[config.mk]
export PLATFORM = sky130hd
export DESIGN_NAME = tcc_top
export DESIGN_NICKNAME = d
export VERILOG_FILES = /design/src/core/tcc_pkg.sv /design/src/core/tcc_edge_if.sv /design/src/core/tcc_top.sv /design/src/core/tcc_edge_sync.sv
export SDC_FILE = /design/constraint.sdc
export NUM_CORES = 1
export LEC_CHECK = 0
export BUFFER_PORTS_ARGS = -buffer_cell sky130_fd_sc_hd__buf_2
export CAP_MARGIN = 5
export CORE_MARGIN = 3
export CORE_UTILIZATION = 35
export CTS_CLUSTER_SIZE = 16
export DETAILED_ROUTE_END_ITERATION = 10
export GPL_ROUTABILITY_DRIVEN = 0
export PLACE_DENSITY_LB_ADDON = 0.2
export SLEW_MARGIN = 10
export SYNTH_ARGS = -nofsm -noshare
export SYNTH_HDL_FRONTEND = slang
export SYNTH_HIERARCHICAL = 1
export SYNTH_SLANG_ARGS = --single-unit
[constraint.sdc]
create_clock -name CORE_CLK -period 2.4 [get_ports CORE_CLK]
set_input_delay 0.72 -clock CORE_CLK [delete_from_list [all_inputs] [get_ports CORE_CLK]]
set_output_delay 0.72 -clock CORE_CLK [all_outputs]
set_load 0.03 [all_outputs]
[src/core/tcc_pkg.sv]
package tcc_pkg;

  // Register bus geometry
  localparam int ADDR_W = 5;
  localparam int DATA_W = 32;

  // Register byte offsets
  localparam logic [4:0] OFF_CTRL = 5'h00;
  localparam logic [4:0] OFF_CRA = 5'h04;
  localparam logic [4:0] OFF_CRB = 5'h08;
  localparam logic [4:0] OFF_COUNT = 5'h0C;
  localparam logic [4:0] OFF_STAT = 5'h10;

  // Control register bit positions
  localparam int B_RUN = 0;      // Count enable
  localparam int B_MODE = 1;     // 0 free-running, 1 clear-and-start
  localparam int B_CSS = 2;      // Capture source select bit
  localparam int B_A_CAP = 3;    // Register A: 1 capture, 0 compare
  localparam int B_B_CAP = 4;    // Register B: 1 capture, 0 compare
  localparam int B_TOG_A = 5;    // Invert output on A match
  localparam int B_TOG_B = 6;    // Invert output on B match
  localparam int B_TOG_CLR = 7;  // Invert output on clear-and-start clear
  localparam int B_OUT_EN = 8;   // Timer output pin enable
  localparam int F_ESA = 9;      // Input A edge select, 2 bits
  localparam int F_ESB = 11;     // Input B edge select, 2 bits
  localparam int F_PRE = 16;     // Prescaler divide minus one
  localparam int PRE_W = 4;

  // Reset values
  localparam logic [31:0] CTRL_RST = 32'h0000_0000;
  localparam logic OUT_RST = 1'b0;

  // Status register bit positions
  localparam int S_OUT = 0;
  localparam int S_OUT_EN = 1;
  localparam int S_PIN_A = 2;
  localparam int S_PIN_B = 3;

  // Edge select encodings
  localparam logic [1:0] ES_FALL = 2'h0;
  localparam logic [1:0] ES_RISE = 2'h1;
  localparam logic [1:0] ES_BOTH = 2'h3;

  // Counting modes, one-hot
  typedef enum logic [1:0] {
    TCC_FREE = 2'b01,
    TCC_CLR_START = 2'b10
  } tcc_mode_type;

  // Valid-edge decode; code 10 selects nothing
  function automatic logic edge_hit(input logic [1:0] sel,
                                    input logic rise,
                                    input logic fall);
    logic hit;
    hit = 1'b0;
    if (sel == ES_RISE) begin
      hit = rise;
    end else if (sel == ES_FALL) begin
      hit = fall;
    end else if (sel == ES_BOTH) begin
      hit = rise | fall;
    end
    return hit;
  endfunction

endpackage

[src/core/tcc_edge_if.sv]
`timescale 1ns/1ns
// Filtered pin level and its edge pulses
interface tcc_edge_if;
  logic level; // Filtered pin level
  logic rise;  // One-cycle rising pulse
  logic fall;  // One-cycle falling pulse
  modport det (output level, output rise, output fall);
  modport user (input level, input rise, input fall);
endinterface

[src/core/tcc_top.sv]
`timescale 1ns/1ns
module tcc_top #(
  parameter int COUNT_W = 16 // Counter and capture width
) (
  input wire logic CORE_CLK,
  input wire logic RESETN,
  input wire logic [tcc_pkg::ADDR_W-1:0] ADDR,
  input wire logic [tcc_pkg::DATA_W-1:0] WDATA,
  input wire logic WR,
  input wire logic RD,
  output logic [tcc_pkg::DATA_W-1:0] RDATA,
  input wire logic TIMER_INPUT_PIN_A,
  input wire logic TIMER_INPUT_PIN_B,
  output logic TIMER_OUTPUT_PIN,
  output logic TIMER_OUTPUT_PIN_EN,
  output logic INTERRUPT_REQUEST_A,
  output logic INTERRUPT_REQUEST_B
);

  // Refuse counter widths outside 2 to 16 bits
  generate
    if (COUNT_W < 2 || COUNT_W > 16) begin : g_bad_width
      $error("COUNT_W must lie between 2 and 16");
    end
  endgenerate

  localparam logic [COUNT_W-1:0] CNT_ONE = {{(COUNT_W-1){1'b0}}, 1'b1};
  localparam logic [COUNT_W-1:0] CNT_ZERO = '0;
  localparam logic [tcc_pkg::PRE_W-1:0] PRE_ONE = 4'h1;
  localparam logic [tcc_pkg::PRE_W-1:0] PRE_ZERO = 4'h0;

  // Edge detectors for both input pins
  tcc_edge_if pin_a ();
  tcc_edge_if pin_b ();

  tcc_edge_sync u_sync_a (
    .clk(CORE_CLK),
    .rst_n(RESETN),
    .pin(TIMER_INPUT_PIN_A),
    .ev(pin_a)
  );

  tcc_edge_sync u_sync_b (
    .clk(CORE_CLK),
    .rst_n(RESETN),
    .pin(TIMER_INPUT_PIN_B),
    .ev(pin_b)
  );

  // Configuration state
  logic [31:0] ctrl_r; // Control bits
  logic [31:0] ctrl_nxt;

  // Timer core state
  logic [tcc_pkg::PRE_W-1:0] pre_r; // Prescaler count
  logic [tcc_pkg::PRE_W-1:0] pre_nxt;
  logic [COUNT_W-1:0] cnt_r; // COUNT_W-bit counter
  logic [COUNT_W-1:0] cnt_nxt;
  logic [COUNT_W-1:0] cra_r; // Capture/compare register A
  logic [COUNT_W-1:0] cra_nxt;
  logic [COUNT_W-1:0] crb_r; // Capture/compare register B
  logic [COUNT_W-1:0] crb_nxt;
  logic out_r; // Timer output level
  logic out_nxt;
  logic out_en_r; // Timer output enable
  logic out_en_nxt;
  logic irq_a_r; // Interrupt request A pulse
  logic irq_a_nxt;
  logic irq_b_r; // Interrupt request B pulse
  logic irq_b_nxt;

  // Read-back state
  logic [tcc_pkg::DATA_W-1:0] rdata_r;
  logic [tcc_pkg::DATA_W-1:0] rdata_nxt;

  // Decoded control fields
  tcc_pkg::tcc_mode_type mode;
  logic run;
  logic css;
  logic a_cap;
  logic b_cap;
  logic [1:0] esa;
  logic [1:0] esb;
  logic [tcc_pkg::PRE_W-1:0] pre_sel;

  // Events of this cycle
  logic tick;
  logic a_edge;
  logic a_rev;
  logic b_edge;
  logic clr_evt;
  logic cap_a;
  logic cap_b;
  logic match_a;
  logic match_b;
  logic toggle;
  logic pin_b_used;
  logic [COUNT_W-1:0] cnt_inc;

  // Field decode
  always_comb begin
    run = ctrl_r[tcc_pkg::B_RUN];
    css = ctrl_r[tcc_pkg::B_CSS];
    a_cap = ctrl_r[tcc_pkg::B_A_CAP];
    b_cap = ctrl_r[tcc_pkg::B_B_CAP];
    esa = ctrl_r[tcc_pkg::F_ESA +: 2];
    esb = ctrl_r[tcc_pkg::F_ESB +: 2];
    pre_sel = ctrl_r[tcc_pkg::F_PRE +: tcc_pkg::PRE_W];
    if (ctrl_r[tcc_pkg::B_MODE]) begin
      mode = tcc_pkg::TCC_CLR_START;
    end else begin
      mode = tcc_pkg::TCC_FREE;
    end
  end

  // Control register write
  always_comb begin
    ctrl_nxt = ctrl_r;
    if (WR && ADDR == tcc_pkg::OFF_CTRL) begin
      ctrl_nxt = WDATA;
    end
  end

  always_ff @(posedge CORE_CLK or negedge RESETN) begin
    if (!RESETN) begin
      ctrl_r <= tcc_pkg::CTRL_RST;
    end else begin
      ctrl_r <= ctrl_nxt;
    end
  end

  // Edge qualification
  always_comb begin
    a_edge = tcc_pkg::edge_hit(esa, pin_a.rise, pin_a.fall);
    b_edge = tcc_pkg::edge_hit(esb, pin_b.rise, pin_b.fall);
    // Reverse phase swaps the edges; both-edges captures nothing
    if (esa == tcc_pkg::ES_BOTH) begin
      a_rev = 1'b0;
    end else begin
      a_rev = tcc_pkg::edge_hit(esa, pin_a.fall, pin_a.rise);
    end
  end

  // Timer core next state
  always_comb begin
    pre_nxt = pre_r;
    cnt_nxt = cnt_r;
    cra_nxt = cra_r;
    crb_nxt = crb_r;
    irq_a_nxt = 1'b0;
    irq_b_nxt = 1'b0;
    cap_a = 1'b0;
    cap_b = 1'b0;
    match_a = 1'b0;
    match_b = 1'b0;
    clr_evt = 1'b0;
    toggle = 1'b0;
    cnt_inc = cnt_r + CNT_ONE;
    tick = run && (pre_r == pre_sel);
    // Prescaler restarts on each tick and while stopped
    if (!run) begin
      pre_nxt = PRE_ZERO;
    end else if (tick) begin
      pre_nxt = PRE_ZERO;
    end else begin
      pre_nxt = pre_r + PRE_ONE;
    end
    // Clear-and-start on pin A valid edge
    case (mode)
      tcc_pkg::TCC_CLR_START: begin
        clr_evt = run && a_edge;
      end
      default: begin
        clr_evt = 1'b0;
      end
    endcase
    // Counter: stopped reads zero, clear beats increment
    if (!run) begin
      cnt_nxt = CNT_ZERO;
    end else if (clr_evt) begin
      cnt_nxt = CNT_ZERO;
      pre_nxt = PRE_ZERO;
    end else if (tick) begin
      cnt_nxt = cnt_inc;
    end
    // Software writes; a capture in the same cycle wins
    if (WR && ADDR == tcc_pkg::OFF_CRA) begin
      cra_nxt = WDATA[COUNT_W-1:0];
    end
    if (WR && ADDR == tcc_pkg::OFF_CRB) begin
      crb_nxt = WDATA[COUNT_W-1:0];
    end
    // Register A in capture mode
    if (a_cap) begin
      if (css) begin
        cap_a = a_rev;
        irq_a_nxt = b_edge;
      end else begin
        cap_a = b_edge;
        irq_a_nxt = b_edge;
      end
    end else begin
      // Compare against the value the counter is about to take
      match_a = tick && !clr_evt && (cnt_inc == cra_r);
      irq_a_nxt = match_a;
    end
    // Register B: source select plays no part
    if (b_cap) begin
      cap_b = a_edge;
      irq_b_nxt = a_edge;
    end else begin
      match_b = tick && !clr_evt && (cnt_inc == crb_r);
      irq_b_nxt = match_b;
    end
    if (cap_a) begin
      cra_nxt = cnt_r;
    end
    if (cap_b) begin
      crb_nxt = cnt_r;
    end
    // Coincident causes invert the output only once
    toggle = (match_a && ctrl_r[tcc_pkg::B_TOG_A])
           || (match_b && ctrl_r[tcc_pkg::B_TOG_B])
           || (clr_evt && ctrl_r[tcc_pkg::B_TOG_CLR]);
  end

  // Output pin next state
  always_comb begin
    // Pin B detection is live whenever register A captures
    pin_b_used = a_cap;
    out_en_nxt = ctrl_r[tcc_pkg::B_OUT_EN] && !pin_b_used;
    // Disabled output parks at its reset level
    if (!out_en_nxt) begin
      out_nxt = tcc_pkg::OUT_RST;
    end else if (toggle) begin
      out_nxt = ~out_r;
    end else begin
      out_nxt = out_r;
    end
  end

  // Timer core registers
  always_ff @(posedge CORE_CLK or negedge RESETN) begin
    if (!RESETN) begin
      pre_r <= PRE_ZERO;
      cnt_r <= CNT_ZERO;
      cra_r <= CNT_ZERO;
      crb_r <= CNT_ZERO;
      out_r <= tcc_pkg::OUT_RST;
      out_en_r <= 1'b0;
      irq_a_r <= 1'b0;
      irq_b_r <= 1'b0;
    end else begin
      pre_r <= pre_nxt;
      cnt_r <= cnt_nxt;
      cra_r <= cra_nxt;
      crb_r <= crb_nxt;
      out_r <= out_nxt;
      out_en_r <= out_en_nxt;
      irq_a_r <= irq_a_nxt;
      irq_b_r <= irq_b_nxt;
    end
  end

  // Read decode; unmapped and idle cycles return zero
  always_comb begin
    rdata_nxt = '0;
    if (RD) begin
      if (ADDR == tcc_pkg::OFF_CTRL) begin
        rdata_nxt = ctrl_r;
      end else if (ADDR == tcc_pkg::OFF_CRA) begin
        rdata_nxt = {{(tcc_pkg::DATA_W-COUNT_W){1'b0}}, cra_r};
      end else if (ADDR == tcc_pkg::OFF_CRB) begin
        rdata_nxt = {{(tcc_pkg::DATA_W-COUNT_W){1'b0}}, crb_r};
      end else if (ADDR == tcc_pkg::OFF_COUNT) begin
        rdata_nxt = {{(tcc_pkg::DATA_W-COUNT_W){1'b0}}, cnt_r};
      end else if (ADDR == tcc_pkg::OFF_STAT) begin
        rdata_nxt[tcc_pkg::S_OUT] = out_r;
        rdata_nxt[tcc_pkg::S_OUT_EN] = out_en_r;
        rdata_nxt[tcc_pkg::S_PIN_A] = pin_a.level;
        rdata_nxt[tcc_pkg::S_PIN_B] = pin_b.level;
      end
    end
  end

  // Read data holds for one cycle only
  always_ff @(posedge CORE_CLK or negedge RESETN) begin
    if (!RESETN) begin
      rdata_r <= '0;
    end else begin
      rdata_r <= rdata_nxt;
    end
  end

  // Outputs come straight from flops
  assign RDATA = rdata_r;
  assign TIMER_OUTPUT_PIN = out_r;
  assign TIMER_OUTPUT_PIN_EN = out_en_r;
  assign INTERRUPT_REQUEST_A = irq_a_r;
  assign INTERRUPT_REQUEST_B = irq_b_r;

endmodule

[src/core/tcc_edge_sync.sv]
`timescale 1ns/1ns
// Pin synchroniser, agreement filter and edge detector
module tcc_edge_sync (
  input wire logic clk,
  input wire logic rst_n,
  input wire logic pin,
  tcc_edge_if.det ev
);

  logic s1_r; // First stage, read only by s2
  logic s2_r;
  logic s3_r;
  logic filt_r; // Accepted level
  logic filt_nxt;
  logic rise_r;
  logic rise_nxt;
  logic fall_r;
  logic fall_nxt;

  // Level changes only once stages two and three agree
  always_comb begin
    filt_nxt = (s2_r == s3_r) ? s2_r : filt_r;
    rise_nxt = filt_nxt & ~filt_r;
    fall_nxt = ~filt_nxt & filt_r;
  end

  // Register stage
  always_ff @(posedge clk or negedge rst_n) begin
    if (!rst_n) begin
      s1_r <= 1'b0;
      s2_r <= 1'b0;
      s3_r <= 1'b0;
      filt_r <= 1'b0;
      rise_r <= 1'b0;
      fall_r <= 1'b0;
    end else begin
      s1_r <= pin;
      s2_r <= s1_r;
      s3_r <= s2_r;
      filt_r <= filt_nxt;
      rise_r <= rise_nxt;
      fall_r <= fall_nxt;
    end
  end

  assign ev.level = filt_r;
  assign ev.rise = rise_r;
  assign ev.fall = fall_r;

endmodule

==> key figures <==
Run status
  • Status: finished with violations
  • Violated checks: negative setup slack

Detailed routing
  • WL/cell: 19.7 um
  • DR vias: 5512
  • Routed Antenna Nets: 0
  • Drt total wl: 20100 um
  • Drt drc: 0
  • DRT iter0 DRCs: about 320
  • Drt first pass iters: 5
  • Via density: ~5.4

Yosys
  • Area contributors post-synth: dfrtp_1 50%, mux2_2 7.3%, mux2i_1 5.3%
  • Synth Net Count: between 600 and 700
  • Yosys warning count: 6
  • Sequential area share after synthesis: 0.495
  • Cell count after synthesis: between 600 and 700
  • Synth unique cells: 58
  • Ys async rst share: 1.00
  • Synthesized area: roughly 6700 um2
  • Primary FF master, synth: dfrtp_1
  • Post-synthesis register bit count: between 100 and 150
  • Commonest cells post-synth: 132 x dfrtp_1, 51 x nor2_1, 43 x mux2_2
  • Largest area contributor in the netlist: dfrtp_1
  • Most common cell in the netlist: dfrtp_1
  • Area share of the leading cell type in the synthesized netlist: 0.495
  • EDFF count, synth: 0
  • Synthesized area per cell: 10.5 um2

Critical path
  • Path depth of the worst reg2reg path: 8
  • Worst Path Required: around 2700 ps
  • Critical path arrival: 2840 ps
  • Crit Path Category: reg -> reg
  • Crit end category: flop
  • Internal reg-to-reg setup slack: -130 ps
  • CP max FO: 4
  • Crit path launch type: flop

Power
  • Flop pwr share: 0.429
  • Switching power: ~2.5 mW
  • Int Power: between 4 and 5 mW
  • Max VDD drop: 0.516 mV
  • Static Leak: approximately 4.2 nW
  • Switching fraction of total power: 0.336
  • PD cells: 853 nW/um2
  • Clock share of power: 0.342
  • Total power: ~7.3 mW
  • Logic pwr share: 0.230

Place
  • Dpl cell area: 7910 um2
  • HPWL Detailed: ~15000 um
  • # port buffers: between 70 and 80
  • Pre-CTS WS: -320 ps

Final layout
  • FILL cells: around 1700
  • Post-layout util: 0.466
  • Antenna cells: 0
  • Fraction of layout cells with a size suffix above 1: 0.336
  • Final #Nets: ~820
  • Area Growth Syn to Fin: 28.1%
  • Fin area: approximately 8500 um2

STA
  • Final setup fails: 1
  • Hold slack final: about 230 ps
  • Min Clock Period, post-route: about 2500 ps
  • Hold Fails Final Rpt: 0
  • Worst-Margin Slew: around 490 ps
  • Post-route clock period utilization: 1.05
  • Fmax: about 0.40 GHz
  • Slew HR: 0.676
  • Slew Limit Fails: 0
  • Fin worst setup slack: -127 ps
  • Unrepaired setup endpoints after global routing: yes
  • Final clock skew: around 8.2 ps

Floorplan
  • Die Area: between 20000 and 25000 um2
  • Die width: ~140 um
  • Cell row count: 49
  • Initial Util: 0.364
  • Core area: 18300 um2
  • Die span in y: about 140 um
  • I/O pin count: 79

Job
  • Max Cap Violations: 0

GRT
  • First-pass GRT wire length: 32300 um
  • Initial antenna violation count: 0
  • Largest net degree at the start of global routing: 50
  • Total global-route track usage: 0.203
  • Remaining Overflow, GRT: 0
  • Vias in the first global route: approximately 5700

Clock tree
  • Bufs on Longest Clock Path: 2
  • CTS root buf: clkbuf_16
  • CTS tree: yes
  • CTS Buf Count: 17
  • Clk pin slew, worst setup/hold paths: 60 ps
  • Clk_lat worst skew: 430 ps
  • Sink Count: 132
  • H-tree level count: 4

Hold path
  • Min-Delay Path Class: in -> async
-- metal layers --
layer | GRT usage | wire (um) | vias to the layer above
met5 | 0 | 0 | -
met2 | 0.325 | 9650 | 158
met3 | 0.0413 | 960 | 25
li1 | - | - | 2573
met4 | 0.0614 | 298 | 0
met1 | 0.279 | 9200 | 2756
-- cell usage in the layout, fill, tap and decap left out, drive strengths merged, types with 11 or more instances in the layout --
cell type,count
nor2,51
buf,167
dfrtp,132
clkbuf,17
nand3,13
nand4,12
o21ai,41
nand2,32
mux2i,35
inv,13
xnor2,31
a22oi,15
and2,21
nor2b,11
mux2,43
xor2,15
a21oi,38
-- state kept, by name, summed over array words and instances, names as in the netlist --
name / count
u_sync_b/s3_r: 1
u_sync_b/ev.rise: 1
INTERRUPT_REQUEST_B: 1
u_sync_b/s1_r: 1
u_sync_a/s2_r: 1
ctrl_r: 32
cnt_r: 16
u_sync_a/s3_r: 1
u_sync_b/ev.level: 1
TIMER_OUTPUT_PIN: 1
u_sync_a/ev.level: 1
crb_r: 16
u_sync_b/s2_r: 1
u_sync_b/ev.fall: 1
u_sync_a/s1_r: 1
TIMER_OUTPUT_PIN_EN: 1
INTERRUPT_REQUEST_A: 1
u_sync_a/ev.rise: 1
pre_r: 4
RDATA: 32
u_sync_a/ev.fall: 1
cra_r: 16
-- power groups by stage --
stage                     sequential, mW  combinational (mW)  clock [mW]
after floorplan                     3.00                1.09           0
after global placement              3.13                1.60           0
after detailed placement            3.15                1.63           0
after CTS                           3.12                1.65        2.53
after global routing                3.19                1.85        2.64
final                               3.13                1.67        2.49
-- area by class of cell --
class | instances | area [um2] | share of cell area
flip-flops and latches | 132 | 3300 | 0.387
multi-input cells | 455 | 3260 | 0.381
repair buffers | 167 | 1110 | 0.130
clock buffers | 17 | 425 | 0.0498
well taps | 229 | 287 | 0.0335
clock inverters | 15 | 139 | 0.0163
inverters | 5 | 18.8 | 0.00220
-- critical path, cell delays in order, from the launching register on --
cell	delay (ps)
dfrtp_1	350
nand4_1	200
or4_4	610
xnor2_2	150
or4_4	500
nor4_4	150
and3_1	210
o21ai_1	60
and3b_1	180
-- cell families (layout without fill, tap and decap cells) --
logic type,after synthesis,after routing,synth area share
multiplexers,78,78,0.125
XOR/XNOR,46,46,0.0604
flip-flops,132,132,0.495
buffers and inverters,49,204,0.0296
AO/OA/AOI/OAI,139,139,0.131
AND/OR/NAND/NOR,188,188,0.152
adder cells (fa/ha/maj),4,4,0.00713
-- through the flow --
| stage | setup TNS, ps | std cells |
|---|---|---|
| floorplan | -121 | 636 |
| global placement | -421 | 988 |
| detailed placement | -501 | 988 |
| CTS | -119 | 1020 |
| global route | -373 | 1020 |
| finish | -127 | 1020 |
-- repair_timing --
item	in CTS	in global routing
resized for setup	5	11
hold buffers	0	0
pin swaps	2	0
buffers inserted	0	1
setup endpoints to repair	2	3
-- final timing paths --
check / startpoint / end
setup / recovery: cnt_r[3] / TIMER_OUTPUT_PIN
setup reg to reg: cnt_r[3] / TIMER_OUTPUT_PIN
hold / removal: RESETN / pre_r[2]
max in group asynchronous: RESETN / ctrl_r[27]
min in group CORE_CLK: u_sync_a/s1_r / u_sync_a/s2_r
hold reg to reg: u_sync_a/s1_r / u_sync_a/s2_r
Note: power is estimated with default switching activity, not from simulation.
